### config.mk
export PLATFORM = sky130hd
export DESIGN_NAME = tsfs_cmd_engine
export DESIGN_NICKNAME = d
export VERILOG_FILES = /design/src/hw/tsfs_pkg.sv /design/src/hw/tsfs_cmd_if.sv /design/src/hw/tsfs_feature_dec.sv /design/src/hw/tsfs_cmd_engine.sv
export SDC_FILE = /design/constraint.sdc
export NUM_CORES = 1
export LEC_CHECK = 0
export BUFFER_PORTS_ARGS = -buffer_cell sky130_fd_sc_hd__buf_2
export CORE_MARGIN = 2
export CORE_UTILIZATION = 35
export CTS_BUF_LIST = sky130_fd_sc_hd__clkbuf_16
export CTS_CLUSTER_SIZE = 40
export DETAILED_ROUTE_END_ITERATION = 10
export GPL_TIMING_DRIVEN = 0
export REMOVE_ABC_BUFFERS = 1
export SYNTH_ARGS = -nofsm -noshare
export SYNTH_HDL_FRONTEND = slang
export SYNTH_HIERARCHICAL = 1
export SYNTH_SLANG_ARGS = --single-unit
### constraint.sdc
create_clock -name sys_clk_in -period 5.16 [get_ports sys_clk_in]
set_clock_uncertainty 0.05 [all_clocks]
set_input_delay 1.032 -clock sys_clk_in [delete_from_list [all_inputs] [get_ports sys_clk_in]]
set_output_delay 1.032 -clock sys_clk_in [all_outputs]
set_load 0.01 [all_outputs]
### src/hw/tsfs_pkg.sv
// Purpose: shared constants and types for the temperature sense and feature set command block
// Assumes: ata style 8-bit command block registers
// Notes: every code and field position except the link feature bits, set in the decoder, lives here; reset values other than the transfer mode sit in the engine
package tsfs_pkg;
  // ----------------------------------------------------------------
  // command opcodes and feature codes
  // ----------------------------------------------------------------
  localparam logic [7:0] TSFS_OP_TEMP_SENSE = 8'hF0;
  localparam logic [7:0] TSFS_OP_SET_FEATURE = 8'hEF;
  localparam logic [7:0] TSFS_TEMP_SUBCODE = 8'h01;
  localparam logic [7:0] TSFS_FC_WC_EN = 8'h02;
  localparam logic [7:0] TSFS_FC_XFER_MODE = 8'h03;
  localparam logic [7:0] TSFS_FC_APM_EN = 8'h05;
  localparam logic [7:0] TSFS_FC_PUIS_EN = 8'h06;
  localparam logic [7:0] TSFS_FC_PUIS_SPINUP = 8'h07;
  localparam logic [7:0] TSFS_FC_LINK_EN = 8'h10;
  localparam logic [7:0] TSFS_FC_SECTOR_TIME = 8'h43;
  localparam logic [7:0] TSFS_FC_EPC = 8'h4A;
  localparam logic [7:0] TSFS_FC_RLA_DIS = 8'h55;
  localparam logic [7:0] TSFS_FC_REVERT_DIS = 8'h66;
  localparam logic [7:0] TSFS_FC_WC_DIS = 8'h82;
  localparam logic [7:0] TSFS_FC_APM_DIS = 8'h85;
  localparam logic [7:0] TSFS_FC_PUIS_DIS = 8'h86;
  localparam logic [7:0] TSFS_FC_LINK_DIS = 8'h90;
  localparam logic [7:0] TSFS_FC_RLA_EN = 8'hAA;
  localparam logic [7:0] TSFS_FC_REVERT_EN = 8'hCC;
  // ----------------------------------------------------------------
  // link feature selectors, power levels, transfer mode fields
  // ----------------------------------------------------------------
  localparam logic [7:0] TSFS_LINK_OFFSET = 8'h01;
  localparam logic [7:0] TSFS_LINK_AUTOACT = 8'h02;
  localparam logic [7:0] TSFS_LINK_DIPM = 8'h03;
  localparam logic [7:0] TSFS_LINK_INORDER = 8'h04;
  localparam logic [7:0] TSFS_LINK_PRESERVE = 8'h06;
  localparam int TSFS_LINK_BITS = 5;
  localparam logic [7:0] TSFS_APM_ABORT_LO = 8'h00;
  localparam logic [7:0] TSFS_APM_ABORT_HI = 8'hFF;
  localparam logic [7:0] TSFS_APM_IDLE_MIN = 8'hC0;
  localparam logic [7:0] TSFS_APM_LPI_MIN = 8'h80;
  localparam logic [1:0] TSFS_DEEP_IDLE = 2'h0;
  localparam logic [1:0] TSFS_DEEP_LPI = 2'h1;
  localparam logic [1:0] TSFS_DEEP_LRPM = 2'h2;
  localparam int TSFS_XFER_TYPE_LSB = 3;
  localparam logic [4:0] TSFS_XT_PIO_DEF = 5'h00;
  localparam logic [4:0] TSFS_XT_PIO_FC = 5'h01;
  localparam logic [4:0] TSFS_XT_MWDMA = 5'h04;
  localparam logic [4:0] TSFS_XT_UDMA = 5'h08;
  localparam logic [2:0] TSFS_PIO_DEF_MAX = 3'h1;
  localparam logic [2:0] TSFS_PIO_FC_MAX = 3'h4;
  localparam logic [2:0] TSFS_MWDMA_MAX = 3'h2;
  localparam logic [2:0] TSFS_UDMA_MAX = 3'h6;
  localparam logic [7:0] TSFS_XFER_RESET = 8'h00;
  // ----------------------------------------------------------------
  // error and status bit positions, temperature codes
  // ----------------------------------------------------------------
  localparam int TSFS_ERR_ABT = 2;
  localparam int TSFS_ST_BSY = 7;
  localparam int TSFS_ST_RDY = 6;
  localparam int TSFS_ST_ERR = 0;
  localparam logic [7:0] TSFS_TEMP_LOW = 8'h00;
  localparam logic [7:0] TSFS_TEMP_HIGH = 8'hFF;
  localparam logic [9:0] TSFS_TEMP_OFS = 10'h028;
  localparam logic [9:0] TSFS_TEMP_MAX_HALF = 10'h0FE;
  localparam int TSFS_ID85_WC_BIT = 5;
  localparam int TSFS_ID129_WC_BIT = 0;
  typedef enum logic [1:0] {
    TSFS_ST_IDLE = 2'b00,
    TSFS_ST_EXEC = 2'b01,
    TSFS_ST_DONE = 2'b10
  } tsfs_state_t;
endpackage

### src/hw/tsfs_cmd_if.sv
// Purpose: carries a decoded command between the command front end and the feature decoder
// Assumes: single clock domain
// Notes: decoder answers combinationally
`timescale 1ns/1ps
interface tsfs_cmd_if;
  logic [7:0] feature;
  logic [7:0] count;
  logic wc_allowed;
  logic abort;
  logic wc_set;
  logic wc_val;
  logic rla_set;
  logic rla_val;
  logic revert_set;
  logic revert_val;
  logic apm_set;
  logic apm_val;
  logic [1:0] apm_deep;
  logic puis_set;
  logic puis_val;
  logic spinup;
  logic link_set;
  logic link_val;
  logic [4:0] link_mask;
  logic xfer_set;
  logic sector_time;
  logic extended_power_condition_group;
  modport ctrl (output feature, count, wc_allowed,
    input abort, wc_set, wc_val, rla_set, rla_val, revert_set, revert_val, apm_set, apm_val,
    apm_deep, puis_set, puis_val, spinup, link_set, link_val, link_mask, xfer_set, sector_time, extended_power_condition_group);
  modport dec (input feature, count, wc_allowed,
    output abort, wc_set, wc_val, rla_set, rla_val, revert_set, revert_val, apm_set, apm_val,
    apm_deep, puis_set, puis_val, spinup, link_set, link_val, link_mask, xfer_set, sector_time, extended_power_condition_group);
endinterface

### src/hw/tsfs_feature_dec.sv
// Purpose: decodes one feature-setting request into update strobes and abort
// Assumes: inputs stable during the execute cycle
// Notes: pure combinational, no state
`timescale 1ns/1ps
module tsfs_feature_dec (
  tsfs_cmd_if.dec cmd
);
  import tsfs_pkg::*;
  logic [4:0] xtype;
  logic [2:0] xmode;
  logic xfer_ok;

  // ----------------------------------------------------------------
  // transfer mode selector check
  // ----------------------------------------------------------------
  always_comb begin
    xtype = cmd.count[7:TSFS_XFER_TYPE_LSB];
    xmode = cmd.count[TSFS_XFER_TYPE_LSB-1:0];
    case (xtype)
      TSFS_XT_PIO_DEF: xfer_ok = (xmode <= TSFS_PIO_DEF_MAX);
      TSFS_XT_PIO_FC: xfer_ok = (xmode <= TSFS_PIO_FC_MAX);
      TSFS_XT_MWDMA: xfer_ok = (xmode <= TSFS_MWDMA_MAX);
      TSFS_XT_UDMA: xfer_ok = (xmode <= TSFS_UDMA_MAX);
      default: xfer_ok = 1'b0;
    endcase
  end

  // ----------------------------------------------------------------
  // feature code decode; unknown codes abort
  // ----------------------------------------------------------------
  always_comb begin
    cmd.abort = 1'b0;
    cmd.wc_set = 1'b0;
    cmd.wc_val = 1'b0;
    cmd.rla_set = 1'b0;
    cmd.rla_val = 1'b0;
    cmd.revert_set = 1'b0;
    cmd.revert_val = 1'b0;
    cmd.apm_set = 1'b0;
    cmd.apm_val = 1'b0;
    cmd.apm_deep = TSFS_DEEP_IDLE;
    cmd.puis_set = 1'b0;
    cmd.puis_val = 1'b0;
    cmd.spinup = 1'b0;
    cmd.link_set = 1'b0;
    cmd.link_val = 1'b0;
    cmd.link_mask = '0;
    cmd.xfer_set = 1'b0;
    cmd.sector_time = 1'b0;
    cmd.extended_power_condition_group = 1'b0;
    case (cmd.feature)
      TSFS_FC_WC_EN: begin
        // accepted without error, but stays off once spares are exhausted
        cmd.wc_set = 1'b1;
        cmd.wc_val = cmd.wc_allowed;
      end
      TSFS_FC_WC_DIS: cmd.wc_set = 1'b1;
      TSFS_FC_RLA_EN: begin
        cmd.rla_set = 1'b1;
        cmd.rla_val = 1'b1;
      end
      TSFS_FC_RLA_DIS: cmd.rla_set = 1'b1;
      TSFS_FC_REVERT_EN: begin
        cmd.revert_set = 1'b1;
        cmd.revert_val = 1'b1;
      end
      TSFS_FC_REVERT_DIS: cmd.revert_set = 1'b1;
      TSFS_FC_APM_EN: begin
        if (cmd.count == TSFS_APM_ABORT_LO || cmd.count == TSFS_APM_ABORT_HI) begin
          cmd.abort = 1'b1;
        end else begin
          cmd.apm_set = 1'b1;
          cmd.apm_val = 1'b1;
          if (cmd.count >= TSFS_APM_IDLE_MIN) begin
            cmd.apm_deep = TSFS_DEEP_IDLE;
          end else if (cmd.count >= TSFS_APM_LPI_MIN) begin
            cmd.apm_deep = TSFS_DEEP_LPI;
          end else begin
            cmd.apm_deep = TSFS_DEEP_LRPM;
          end
        end
      end
      TSFS_FC_APM_DIS: cmd.apm_set = 1'b1;
      TSFS_FC_PUIS_EN: begin
        cmd.puis_set = 1'b1;
        cmd.puis_val = 1'b1;
      end
      TSFS_FC_PUIS_DIS: cmd.puis_set = 1'b1;
      TSFS_FC_PUIS_SPINUP: cmd.spinup = 1'b1;
      TSFS_FC_LINK_EN, TSFS_FC_LINK_DIS: begin
        cmd.link_val = (cmd.feature == TSFS_FC_LINK_EN);
        cmd.link_set = 1'b1;
        case (cmd.count)
          TSFS_LINK_OFFSET: cmd.link_mask = 5'b00001;
          TSFS_LINK_AUTOACT: cmd.link_mask = 5'b00010;
          TSFS_LINK_DIPM: cmd.link_mask = 5'b00100;
          TSFS_LINK_INORDER: cmd.link_mask = 5'b01000;
          TSFS_LINK_PRESERVE: cmd.link_mask = 5'b10000;
          default: begin
            cmd.link_set = 1'b0;
            cmd.abort = 1'b1;
          end
        endcase
      end
      TSFS_FC_XFER_MODE: begin
        cmd.xfer_set = xfer_ok;
        cmd.abort = ~xfer_ok;
      end
      TSFS_FC_SECTOR_TIME: cmd.sector_time = 1'b1;
      TSFS_FC_EPC: cmd.extended_power_condition_group = 1'b1;
      default: cmd.abort = 1'b1;
    endcase
  end
endmodule // tsfs_feature_dec

### src/hw/tsfs_cmd_engine.sv
// Purpose: executes the temperature sense and feature set commands from the command block
// Assumes: host writes feature and count, then pulses the command strobe with the opcode
// Notes: one execute cycle per command; other opcodes are left for other blocks
`timescale 1ns/1ps
module tsfs_cmd_engine (
  input wire logic sys_clk_in,
  input wire logic rst_n_in,
  input wire logic cmd_strobe_in,
  input wire logic [7:0] cmd_opcode_in,
  input wire logic [7:0] feature_in,
  input wire logic [7:0] sector_count_in,
  input wire logic [9:0] temp_half_deg_in,
  input wire logic spares_exhausted_in,
  output logic [7:0] command_error_flags_out,
  output logic [7:0] device_status_flags_out,
  output logic [7:0] sector_count_out,
  output logic done_out,
  output logic write_cache_out,
  output logic read_ahead_out,
  output logic revert_defaults_out,
  output logic release_irq_out,
  output logic apm_enable_out,
  output logic [1:0] apm_deep_out,
  output logic [7:0] apm_level_out,
  output logic puis_enable_out,
  output logic spinup_req_out,
  output logic [tsfs_pkg::TSFS_LINK_BITS-1:0] link_features_out,
  output logic [7:0] xfer_mode_out,
  output logic sector_time_req_out,
  output logic extended_power_condition_group_out,
  output logic [15:0] identify_word85_out,
  output logic [15:0] identify_word129_out
);
  import tsfs_pkg::*;

  // temperature code from half-degree steps above minus twenty
  function automatic logic [7:0] tsfs_temp_code(input logic [9:0] half);
    if (half == '0) begin
      return TSFS_TEMP_LOW;
    end else if (half > TSFS_TEMP_MAX_HALF) begin
      return TSFS_TEMP_HIGH;
    end else begin
      return half[7:0];
    end
  endfunction

  tsfs_cmd_if cmd ();
  tsfs_state_t state_r, state_nxt;
  logic [7:0] opcode_r, opcode_nxt;
  logic [7:0] feature_r, feature_nxt;
  logic [7:0] count_r, count_nxt;
  logic [7:0] err_r, err_nxt;
  logic [7:0] stat_r, stat_nxt;
  logic [7:0] scnt_r, scnt_nxt;
  logic done_r, done_nxt;
  logic wc_r, wc_nxt;
  logic rla_r, rla_nxt;
  logic revert_r, revert_nxt;
  logic apm_r, apm_nxt;
  logic [1:0] deep_r, deep_nxt;
  logic [7:0] level_r, level_nxt;
  logic puis_r, puis_nxt;
  logic spin_r, spin_nxt;
  logic [TSFS_LINK_BITS-1:0] link_r, link_nxt;
  logic [7:0] xfer_r, xfer_nxt;
  logic stime_r, stime_nxt;
  logic epc_r, epc_nxt;
  logic spare_r, spare_nxt;
  logic abort_now;

  tsfs_feature_dec u_dec (
    .cmd(cmd)
  );

  // ----------------------------------------------------------------
  // decoder hookup
  // ----------------------------------------------------------------
  assign cmd.feature = feature_r;
  assign cmd.count = count_r;
  assign cmd.wc_allowed = ~spare_r;

  // ----------------------------------------------------------------
  // command sequence and feature state, next values
  // ----------------------------------------------------------------
  always_comb begin
    state_nxt = state_r;
    opcode_nxt = opcode_r;
    feature_nxt = feature_r;
    count_nxt = count_r;
    err_nxt = err_r;
    stat_nxt = stat_r;
    scnt_nxt = scnt_r;
    done_nxt = 1'b0;
    wc_nxt = wc_r;
    rla_nxt = rla_r;
    revert_nxt = revert_r;
    apm_nxt = apm_r;
    deep_nxt = deep_r;
    level_nxt = level_r;
    puis_nxt = puis_r;
    spin_nxt = 1'b0;
    link_nxt = link_r;
    xfer_nxt = xfer_r;
    stime_nxt = 1'b0;
    epc_nxt = 1'b0;
    spare_nxt = spare_r | spares_exhausted_in; // latches until reset
    abort_now = 1'b0;
    case (state_r)
      TSFS_ST_IDLE: begin
        // only our two opcodes are claimed; others fall through silently
        if (cmd_strobe_in && (cmd_opcode_in == TSFS_OP_TEMP_SENSE || cmd_opcode_in == TSFS_OP_SET_FEATURE)) begin
          opcode_nxt = cmd_opcode_in;
          feature_nxt = feature_in;
          count_nxt = sector_count_in;
          stat_nxt = '0;
          stat_nxt[TSFS_ST_BSY] = 1'b1;
          state_nxt = TSFS_ST_EXEC;
        end
      end
      TSFS_ST_EXEC: begin
        if (opcode_r == TSFS_OP_TEMP_SENSE) begin
          // no spin-up gate: standby state is never consulted here
          if (feature_r != TSFS_TEMP_SUBCODE) begin
            abort_now = 1'b1;
          end else begin
            scnt_nxt = tsfs_temp_code(temp_half_deg_in);
          end
        end else begin
          abort_now = cmd.abort;
          if (cmd.wc_set) begin
            wc_nxt = cmd.wc_val;
          end
          if (cmd.rla_set) begin
            rla_nxt = cmd.rla_val;
          end
          if (cmd.revert_set) begin
            revert_nxt = cmd.revert_val;
          end
          if (cmd.apm_set) begin
            apm_nxt = cmd.apm_val;
            deep_nxt = cmd.apm_deep;
            level_nxt = cmd.apm_val ? count_r : '0;
          end
          if (cmd.puis_set) begin
            puis_nxt = cmd.puis_val;
          end
          spin_nxt = cmd.spinup;
          if (cmd.link_set) begin
            link_nxt = cmd.link_val ? (link_r | cmd.link_mask) : (link_r & ~cmd.link_mask);
          end
          if (cmd.xfer_set) begin
            xfer_nxt = count_r;
          end
          stime_nxt = cmd.sector_time;
          epc_nxt = cmd.extended_power_condition_group;
        end
        err_nxt = '0;
        err_nxt[TSFS_ERR_ABT] = abort_now;
        state_nxt = TSFS_ST_DONE;
      end
      TSFS_ST_DONE: begin
        stat_nxt = '0;
        stat_nxt[TSFS_ST_RDY] = 1'b1;
        stat_nxt[TSFS_ST_ERR] = err_r[TSFS_ERR_ABT];
        done_nxt = 1'b1;
        state_nxt = TSFS_ST_IDLE;
      end
      default: state_nxt = TSFS_ST_IDLE;
    endcase
    if (spare_nxt) begin
      wc_nxt = 1'b0;
    end
  end

  // ----------------------------------------------------------------
  // registers; reset gives power-on feature defaults
  // ----------------------------------------------------------------
  always_ff @(posedge sys_clk_in) begin
    if (!rst_n_in) begin
      state_r <= TSFS_ST_IDLE;
      opcode_r <= '0;
      feature_r <= '0;
      count_r <= '0;
      err_r <= '0;
      stat_r <= 8'h40;
      scnt_r <= '0;
      done_r <= 1'b0;
      wc_r <= 1'b1;
      rla_r <= 1'b1;
      revert_r <= 1'b0;
      apm_r <= 1'b0;
      deep_r <= TSFS_DEEP_IDLE;
      level_r <= '0;
      puis_r <= 1'b0;
      spin_r <= 1'b0;
      link_r <= '0;
      xfer_r <= TSFS_XFER_RESET;
      stime_r <= 1'b0;
      epc_r <= 1'b0;
      spare_r <= 1'b0;
    end else begin
      state_r <= state_nxt;
      opcode_r <= opcode_nxt;
      feature_r <= feature_nxt;
      count_r <= count_nxt;
      err_r <= err_nxt;
      stat_r <= stat_nxt;
      scnt_r <= scnt_nxt;
      done_r <= done_nxt;
      wc_r <= wc_nxt;
      rla_r <= rla_nxt;
      revert_r <= revert_nxt;
      apm_r <= apm_nxt;
      deep_r <= deep_nxt;
      level_r <= level_nxt;
      puis_r <= puis_nxt;
      spin_r <= spin_nxt;
      link_r <= link_nxt;
      xfer_r <= xfer_nxt;
      stime_r <= stime_nxt;
      epc_r <= epc_nxt;
      spare_r <= spare_nxt;
    end
  end

  // ----------------------------------------------------------------
  // outputs straight from flops, release interrupt tied low
  // ----------------------------------------------------------------
  assign command_error_flags_out = err_r;
  assign device_status_flags_out = stat_r;
  assign sector_count_out = scnt_r;
  assign done_out = done_r;
  assign write_cache_out = wc_r;
  assign read_ahead_out = rla_r;
  assign revert_defaults_out = revert_r;
  assign release_irq_out = 1'b0; // no release interrupt support, stays disabled
  assign apm_enable_out = apm_r;
  assign apm_deep_out = deep_r;
  assign apm_level_out = level_r;
  assign puis_enable_out = puis_r;
  assign spinup_req_out = spin_r;
  assign link_features_out = link_r;
  assign xfer_mode_out = xfer_r;
  assign sector_time_req_out = stime_r;
  assign extended_power_condition_group_out = epc_r;
  // identify words mirror the live cache flop
  always_comb begin
    identify_word85_out = '0;
    identify_word85_out[TSFS_ID85_WC_BIT] = wc_r;
    identify_word129_out = '0;
    identify_word129_out[TSFS_ID129_WC_BIT] = wc_r;
  end
endmodule // tsfs_cmd_engine

==> results.cfg, run 1 <==
[outcome]
status = completed

[synth]
synthCells = 430
synth-edff-count = 0
synth_top_area_share_pct = 39.2
synth.avg_cell_area_um2 = 8.43
yosys-top-cells-area = dfxtp_1 (39%), buf_4 (9.5%), mux2i_1 (8.0%), nand2_1 (6.7%), nand3_1 (5.1%)
yosysWarnings = 6
ys_seq_area_share_pct = 39.2
ys_ff_latch = 71
syn_area_mm2 = 0.00362
synthFlopType = dfxtp_1
synthArstFlopShare_pct = 0
ys_types = 58
synth_area_leader_cell = dfxtp_1

[grt]
grt_pass1_wl_um = 12700
grt_pass1_vias = 2700
grt_max_degree = 84
antenna_found_initial = 0
grtUsageTotal_pct = 14.1
grt_overflow_total = 0

[cells_and_area]
regArea_mm2 = 0.00142
fin_cells = 637
multi_input_area_mm2 = 0.00189
diodes = 0
finalInstanceArea_mm2 = 0.00419
fin_nets = 534
final_core_util_pct = 41.1
final_common_cell = buf_2
drive_above_1_share_pct = 22.6
nFillCells = 1078
area_growth_pct = 15.6
mostFrequentLayoutCells = buf_2 (82), dfxtp_1 (71), nand2_1 (65), conb_1 (43), nand3_1 (37)

[cts]
htreeDepth = 3
post-cts-setup-buffer-count = 0
root_buffer = clkbuf_16
clkTransAtPathRegs_ns = 0.06
cts_buffers = 9
cts.repair.resized = 0
cts_sinks = 71
insertion_delay_ns = 0.33
cts.path.max_buffers = 2
cts_tree = built
holdBufCountCts = 0

[drt]
dr.pass1.iters = 6
ant_nets = 0
num_vias = 3030
dr.first_iter.drc_count = 146
drc = 0
drt_wl_total_um = 7880
avgViaCountPerCell = 4.76
wl_per_cell_um = 12.4

[setup_path]
rr_startpoint = cmd.count[3]$_SDFFE_PN0P_
worst-setup-path-type = primary input to flop
start_kind = primary input
regToRegEndpoint = apm_level_out[7]$_SDFFE_PN0P_
cp_top_family = buffers and inverters
r2r_setup_slack_ns = 2.75
slowest_stage = clkinv_1
crit_fanout = 83
slowest_delay_ns = 0.71
worstPathRequired_ns = 5.32
crit_start = rst_n_in
worstSetupEndpointType = flop
crit_chain = buf_4 -> clkinv_1 -> a311o_1
rr_worst_depth = 9
cp_num_buf_inv = 2
cp_data_arrival_time_ns = 2.80

[sta]
timing.hold.ws_ns = 0.400
worst_pin_slew_ns = 0.826
slew_headroom_pct = 45.0
rsz0062_at_grt = no
finalHoldViolCount = 0
maxSlewViolCount = 0
post-route-period-util_pct = 51.1
setup_tns_ns = 0
period_minus_slack_ns = 2.64
setup_viol = 0
achievable-frequency_mhz = 379

[die]
dieArea_mm2 = 0.0112
start_util_pct = 35.6
die_y_um = 106
rows = 37
fp.coreArea_mm2 = 0.0102
die_x_um = 106
pin_count = 127

[hold_path]
hold_class = flop to flop
hp-start = apm_deep_out[0]$_SDFFE_PN0P_
whs_path_depth = 2
hold_end = apm_deep_out[0]$_SDFFE_PN0P_

[power]
p_leak_uw = 0.00185
powerDensity_mw_per_mm2 = 276
vdd_drop_max_v = 0.000115

[placed_design]
placement.cell_area_mm2 = 0.00392
io_buffers = 83
place_inst = 621
gp_congestion = 0.826
dpl.hpwl_um = 5690

[flow_run]
maxCapViolations = 0
==> synthesized netlist by cell type, types with 2 or more instances <==
cell type   n
dfxtp_1    71
nand2_1    65
buf_4      46
nand3_1    37
mux2i_1    29
o21ai_0    23
nor2_1     18
a21oi_1    17
clkbuf_1   13
nor3_1      8
o21ai_1     8
and3_1      7
buf_2       7
nor2b_1     6
nand2b_1    5
nand4_1     5
inv_1       4
and3b_1     3
and4_1      3
and4bb_1    3
and4bb_2    3
buf_1       3
nor4_1      3
o21a_1      3
or3_1       3
a31oi_1     2
a41o_1      2
nor3b_1     2
o22ai_1     2
==> report_power, final <==
| group | total [µW] | switching, µW | internal (µW) |
|---|---|---|---|
| Combinational | 60.2 | 41.4 | 18.8 |
| Sequential | 552 | 1.78 | 550 |
| Clock | 545 | 224 | 320 |
==> worst reg2reg max path, stage by stage (launching register included) <==
cell and delay, ns:
dfxtp_1 0.47, nor3_1 0.10, nand2_1 0.17, o22a_1 0.22
nor2_1 0.05, nor3b_1 0.41, inv_1 0.08, a211o_1 0.46
nand3_1 0.18, o21ai_0 0.08
==> kinds of logic after synthesis <==
group / share of synthesized area [%]
buffers and inverters: 13.0
xor gates and xnor gates: 0.242
AOI/OAI and AO/OA: 11.1
DFF: 39.2
other: 0.103
adders and majority gates: 0.311
muxes: 8.94
and+or+nand+nor: 27.1
==> cell type report <==
| class | count | area share [%] |
|---|---|---|
| inverters | 5 | 0.448 |
| multi-input cells | 326 | 45.2 |
| repair buffers | 83 | 9.98 |
| clock buffers | 9 | 5.38 |
| clock inverters | 7 | 0.986 |
| flip-flops and latches | 71 | 33.9 |
| well taps | 136 | 4.06 |
==> layer usage <==
| metal | GRT usage, % | part of all wire, % |
|---|---|---|
| met4 | 5.64 | 0.53 |
| met3 | 2.84 | 5.5 |
| met1 | 18.8 | 47 |
| met5 | 0 | 0 |
| met2 | 22.2 | 47 |
==> sequential cells by signal (all words and copies together), names as in the netlist, 2 cells and up, named ones only <==
register and flops:
apm_deep_out 2, apm_level_out 8, cmd.count 8, cmd.feature 8
device_status_flags_out 3, opcode_r 8, sector_count_out 8, state_r 2
xfer_mode_out 8
==> worst max-delay path by stage <==
stage	end	slack, ns	cells past startpoint
global route	write_cache_out$_SDFFE_PN1P_	2.29	4
global placement	read_ahead_out$_SDFFE_PN1P_	1.56	3
floorplan	cmd.count[0]$_SDFFE_PN0P_	2.98	4
finish	read_ahead_out$_SDFFE_PN1P_	2.52	3
detailed placement	write_cache_out$_SDFFE_PN1P_	1.53	4
CTS	write_cache_out$_SDFFE_PN1P_	1.85	4
==> stage by stage <==
step,power [µW],setup slack [ns]
after floorplan,594,2.98
after global placement,623,1.56
after detailed placement,624,1.53
after CTS,1170,1.85
after global routing,1210,2.29
final,1160,2.52
Note: power is estimated with default switching activity, not from simulation.
==> run 2, diff against run 1 <==
ABC_AREA = 1   (was unset)
clock period = 2.5 ns   (was 5.16 ns; I/O delays follow)
==> run 2 against run 1 <==
Sequential share of layout area fell by 2.5 points. Combinational power increased to 2.6 times the previous value. Critical path depth increased by 10. First-iteration DRC count grew 35%. Utilization is essentially flat. Total power up 110%.
==> results.cfg, run 2 <==
[grt]
grt_overflow_total = 0
grt_max_degree = 45
antenna_found_initial = 0
grtUsageTotal_pct = 15.1
grt_pass1_wl_um = 15500
grt_pass1_vias = 3374

[cells_and_area]
drive_above_1_share_pct = 19.5
fin_nets = 711
area_growth_pct = 13.8
final_common_cell = nand2_1
diodes = 0
final_core_util_pct = 41.2
mostFrequentLayoutCells = nand2_1 (145), nor2_1 (83), buf_2 (83), inv_1 (72), dfxtp_1 (71)

[sta]
rsz0062_at_grt = no
setup_viol = 0
period_minus_slack_ns = 2.25
slew_headroom_pct = 58.6
maxSlewViolCount = 0
finalHoldViolCount = 0
worst_pin_slew_ns = 0.621
post-route-period-util_pct = 90.0
achievable-frequency_mhz = 445
timing.hold.ws_ns = 0.341

[die]
pin_count = 127
rows = 38
dieArea_mm2 = 0.0122
die_y_um = 111
fp.coreArea_mm2 = 0.0110
start_util_pct = 36.2
die_x_um = 111

[drt]
avgViaCountPerCell = 4.47
drc = 0
ant_nets = 0
dr.first_iter.drc_count = 197
wl_per_cell_um = 11.2
drt_wl_total_um = 9140
dr.pass1.iters = 4
num_vias = 3650

[synth]
synthCells = 600
yosys-top-cells-area = dfxtp_1 (36%), nand2_1 (14%), buf_4 (9.3%), nor2_1 (7.8%), inv_1 (6.6%)
ys_types = 27
synthArstFlopShare_pct = 0
ys_top_cells_by_count = nand2_1 (146), nor2_1 (83), dfxtp_1 (71), inv_1 (70), buf_4 (49)
syn_area_mm2 = 0.00398
ys_seq_area_share_pct = 35.8
synth_area_leader_cell = dfxtp_1
synth.avg_cell_area_um2 = 6.63
synth.most_common_cell = nand2_1
synth-edff-count = 0
synthFlopType = dfxtp_1
ys_ff_latch = 71
yosysWarnings = 6
synth_top_area_share_pct = 35.8

[cts]
cts_buffers = 9
post-cts-setup-buffer-count = 0
insertion_delay_ns = 0.33
holdBufCountCts = 0
root_buffer = clkbuf_16
cts_sinks = 71
cts_tree = built
clkTransAtPathRegs_ns = 0.05
htreeDepth = 3
cts.path.max_buffers = 2

[setup_path]
crit_fanout = 12
start_kind = flop
worstPathRequired_ns = 2.64
cp_data_arrival_time_ns = 2.38
worst-setup-path-type = flop to flop
worstSetupEndpointType = flop

[power]
vdd_drop_max_v = 0.000342
powerDensity_mw_per_mm2 = 529
p_leak_uw = 0.00219

[hold_path]
hold_class = primary input to flop

[placed_design]
io_buffers = 83
gp_congestion = 0.899
dpl.hpwl_um = 6710

[outcome]
status = completed

[flow_run]
maxCapViolations = 0
run 2: kinds of logic after synthesis:
family	Yosys count	synth area share [%]
AND/OR/NAND/NOR	333	38.7
AO/OA/AOI/OAI	52	6.61
flip-flops	71	35.8
other	1	0.0943
buffers and inverters	143	18.9
run 2: repair_timing:
action	CTS	global route
endpoints found under the setup margin	6	11
resized for setup	1	1
hold endpoints to repair	0	0
pin swaps	0	0
run 2: through the flow:
step / setup slack [ns] / cells / power (µW) / TNS (ns) / cell area, µm²
after floorplan: 0.650 / 579 / 1270 / 0 / 3680
after global placement: -0.529 / 802 / 1330 / -9.56 / 4270
after detailed placement: -0.519 / 802 / 1330 / -10.32 / 4270
after CTS: 0.137 / 816 / 2420 / 0 / 4520
after global routing: 0.0444 / 816 / 2500 / 0 / 4520
final: 0.250 / 816 / 2390 / 0 / 4520
run 2: final cells by class:
class	instances	area, µm²
fill	1168	6460
multi-input combinational	428	1960
sequential	71	1420
timing repair buffer	83	415
inverter	80	302
clock buffer	9	225
tap	140	175
clock inverter	5	20.0
run 2: critical path, cell delays in order, from the launching register on:
cell and delay [ns]:
dfxtp_1 0.52, inv_1 0.10, nand2_1 0.12, nor2_1 0.06, nand2_1 0.07, nand2_2 0.08, nor2_4 0.23, inv_2 0.09
nand2_1 0.06, inv_1 0.06, nor2_4 0.27, nand2_2 0.21, nand2_1 0.12, a21oi_1 0.06
run 2: layer usage:
| metal | wire length, µm | GRT usage (%) |
|---|---|---|
| met5 | 0 | 0 |
| met4 | 133 | 4.75 |
| met3 | 473 | 4.34 |
| met2 | 4210 | 24.6 |
| met1 | 4330 | 19.2 |
run 2: power breakdown:
group / internal, µW / switching (µW) / total [µW]
logic: 47.2 / 110 / 157
registers: 1140 / 10.5 / 1150
clock network: 643 / 440 / 1080
run 2: final timing paths:
path	from	to	slack, ns	cells after the start
worst min register to register	opcode_r[5]$_SDFFE_PN0P_	opcode_r[5]$_SDFFE_PN0P_	0.40	2
worst min-delay path	feature_in[4]	cmd.feature[4]$_SDFFE_PN0P_	0.34	3
worst max register to register	cmd.count[1]$_SDFFE_PN0P_	apm_level_out[3]$_SDFFE_PN0P_	0.25	13
worst max-delay path	cmd.count[1]$_SDFFE_PN0P_	apm_level_out[3]$_SDFFE_PN0P_	0.25	13
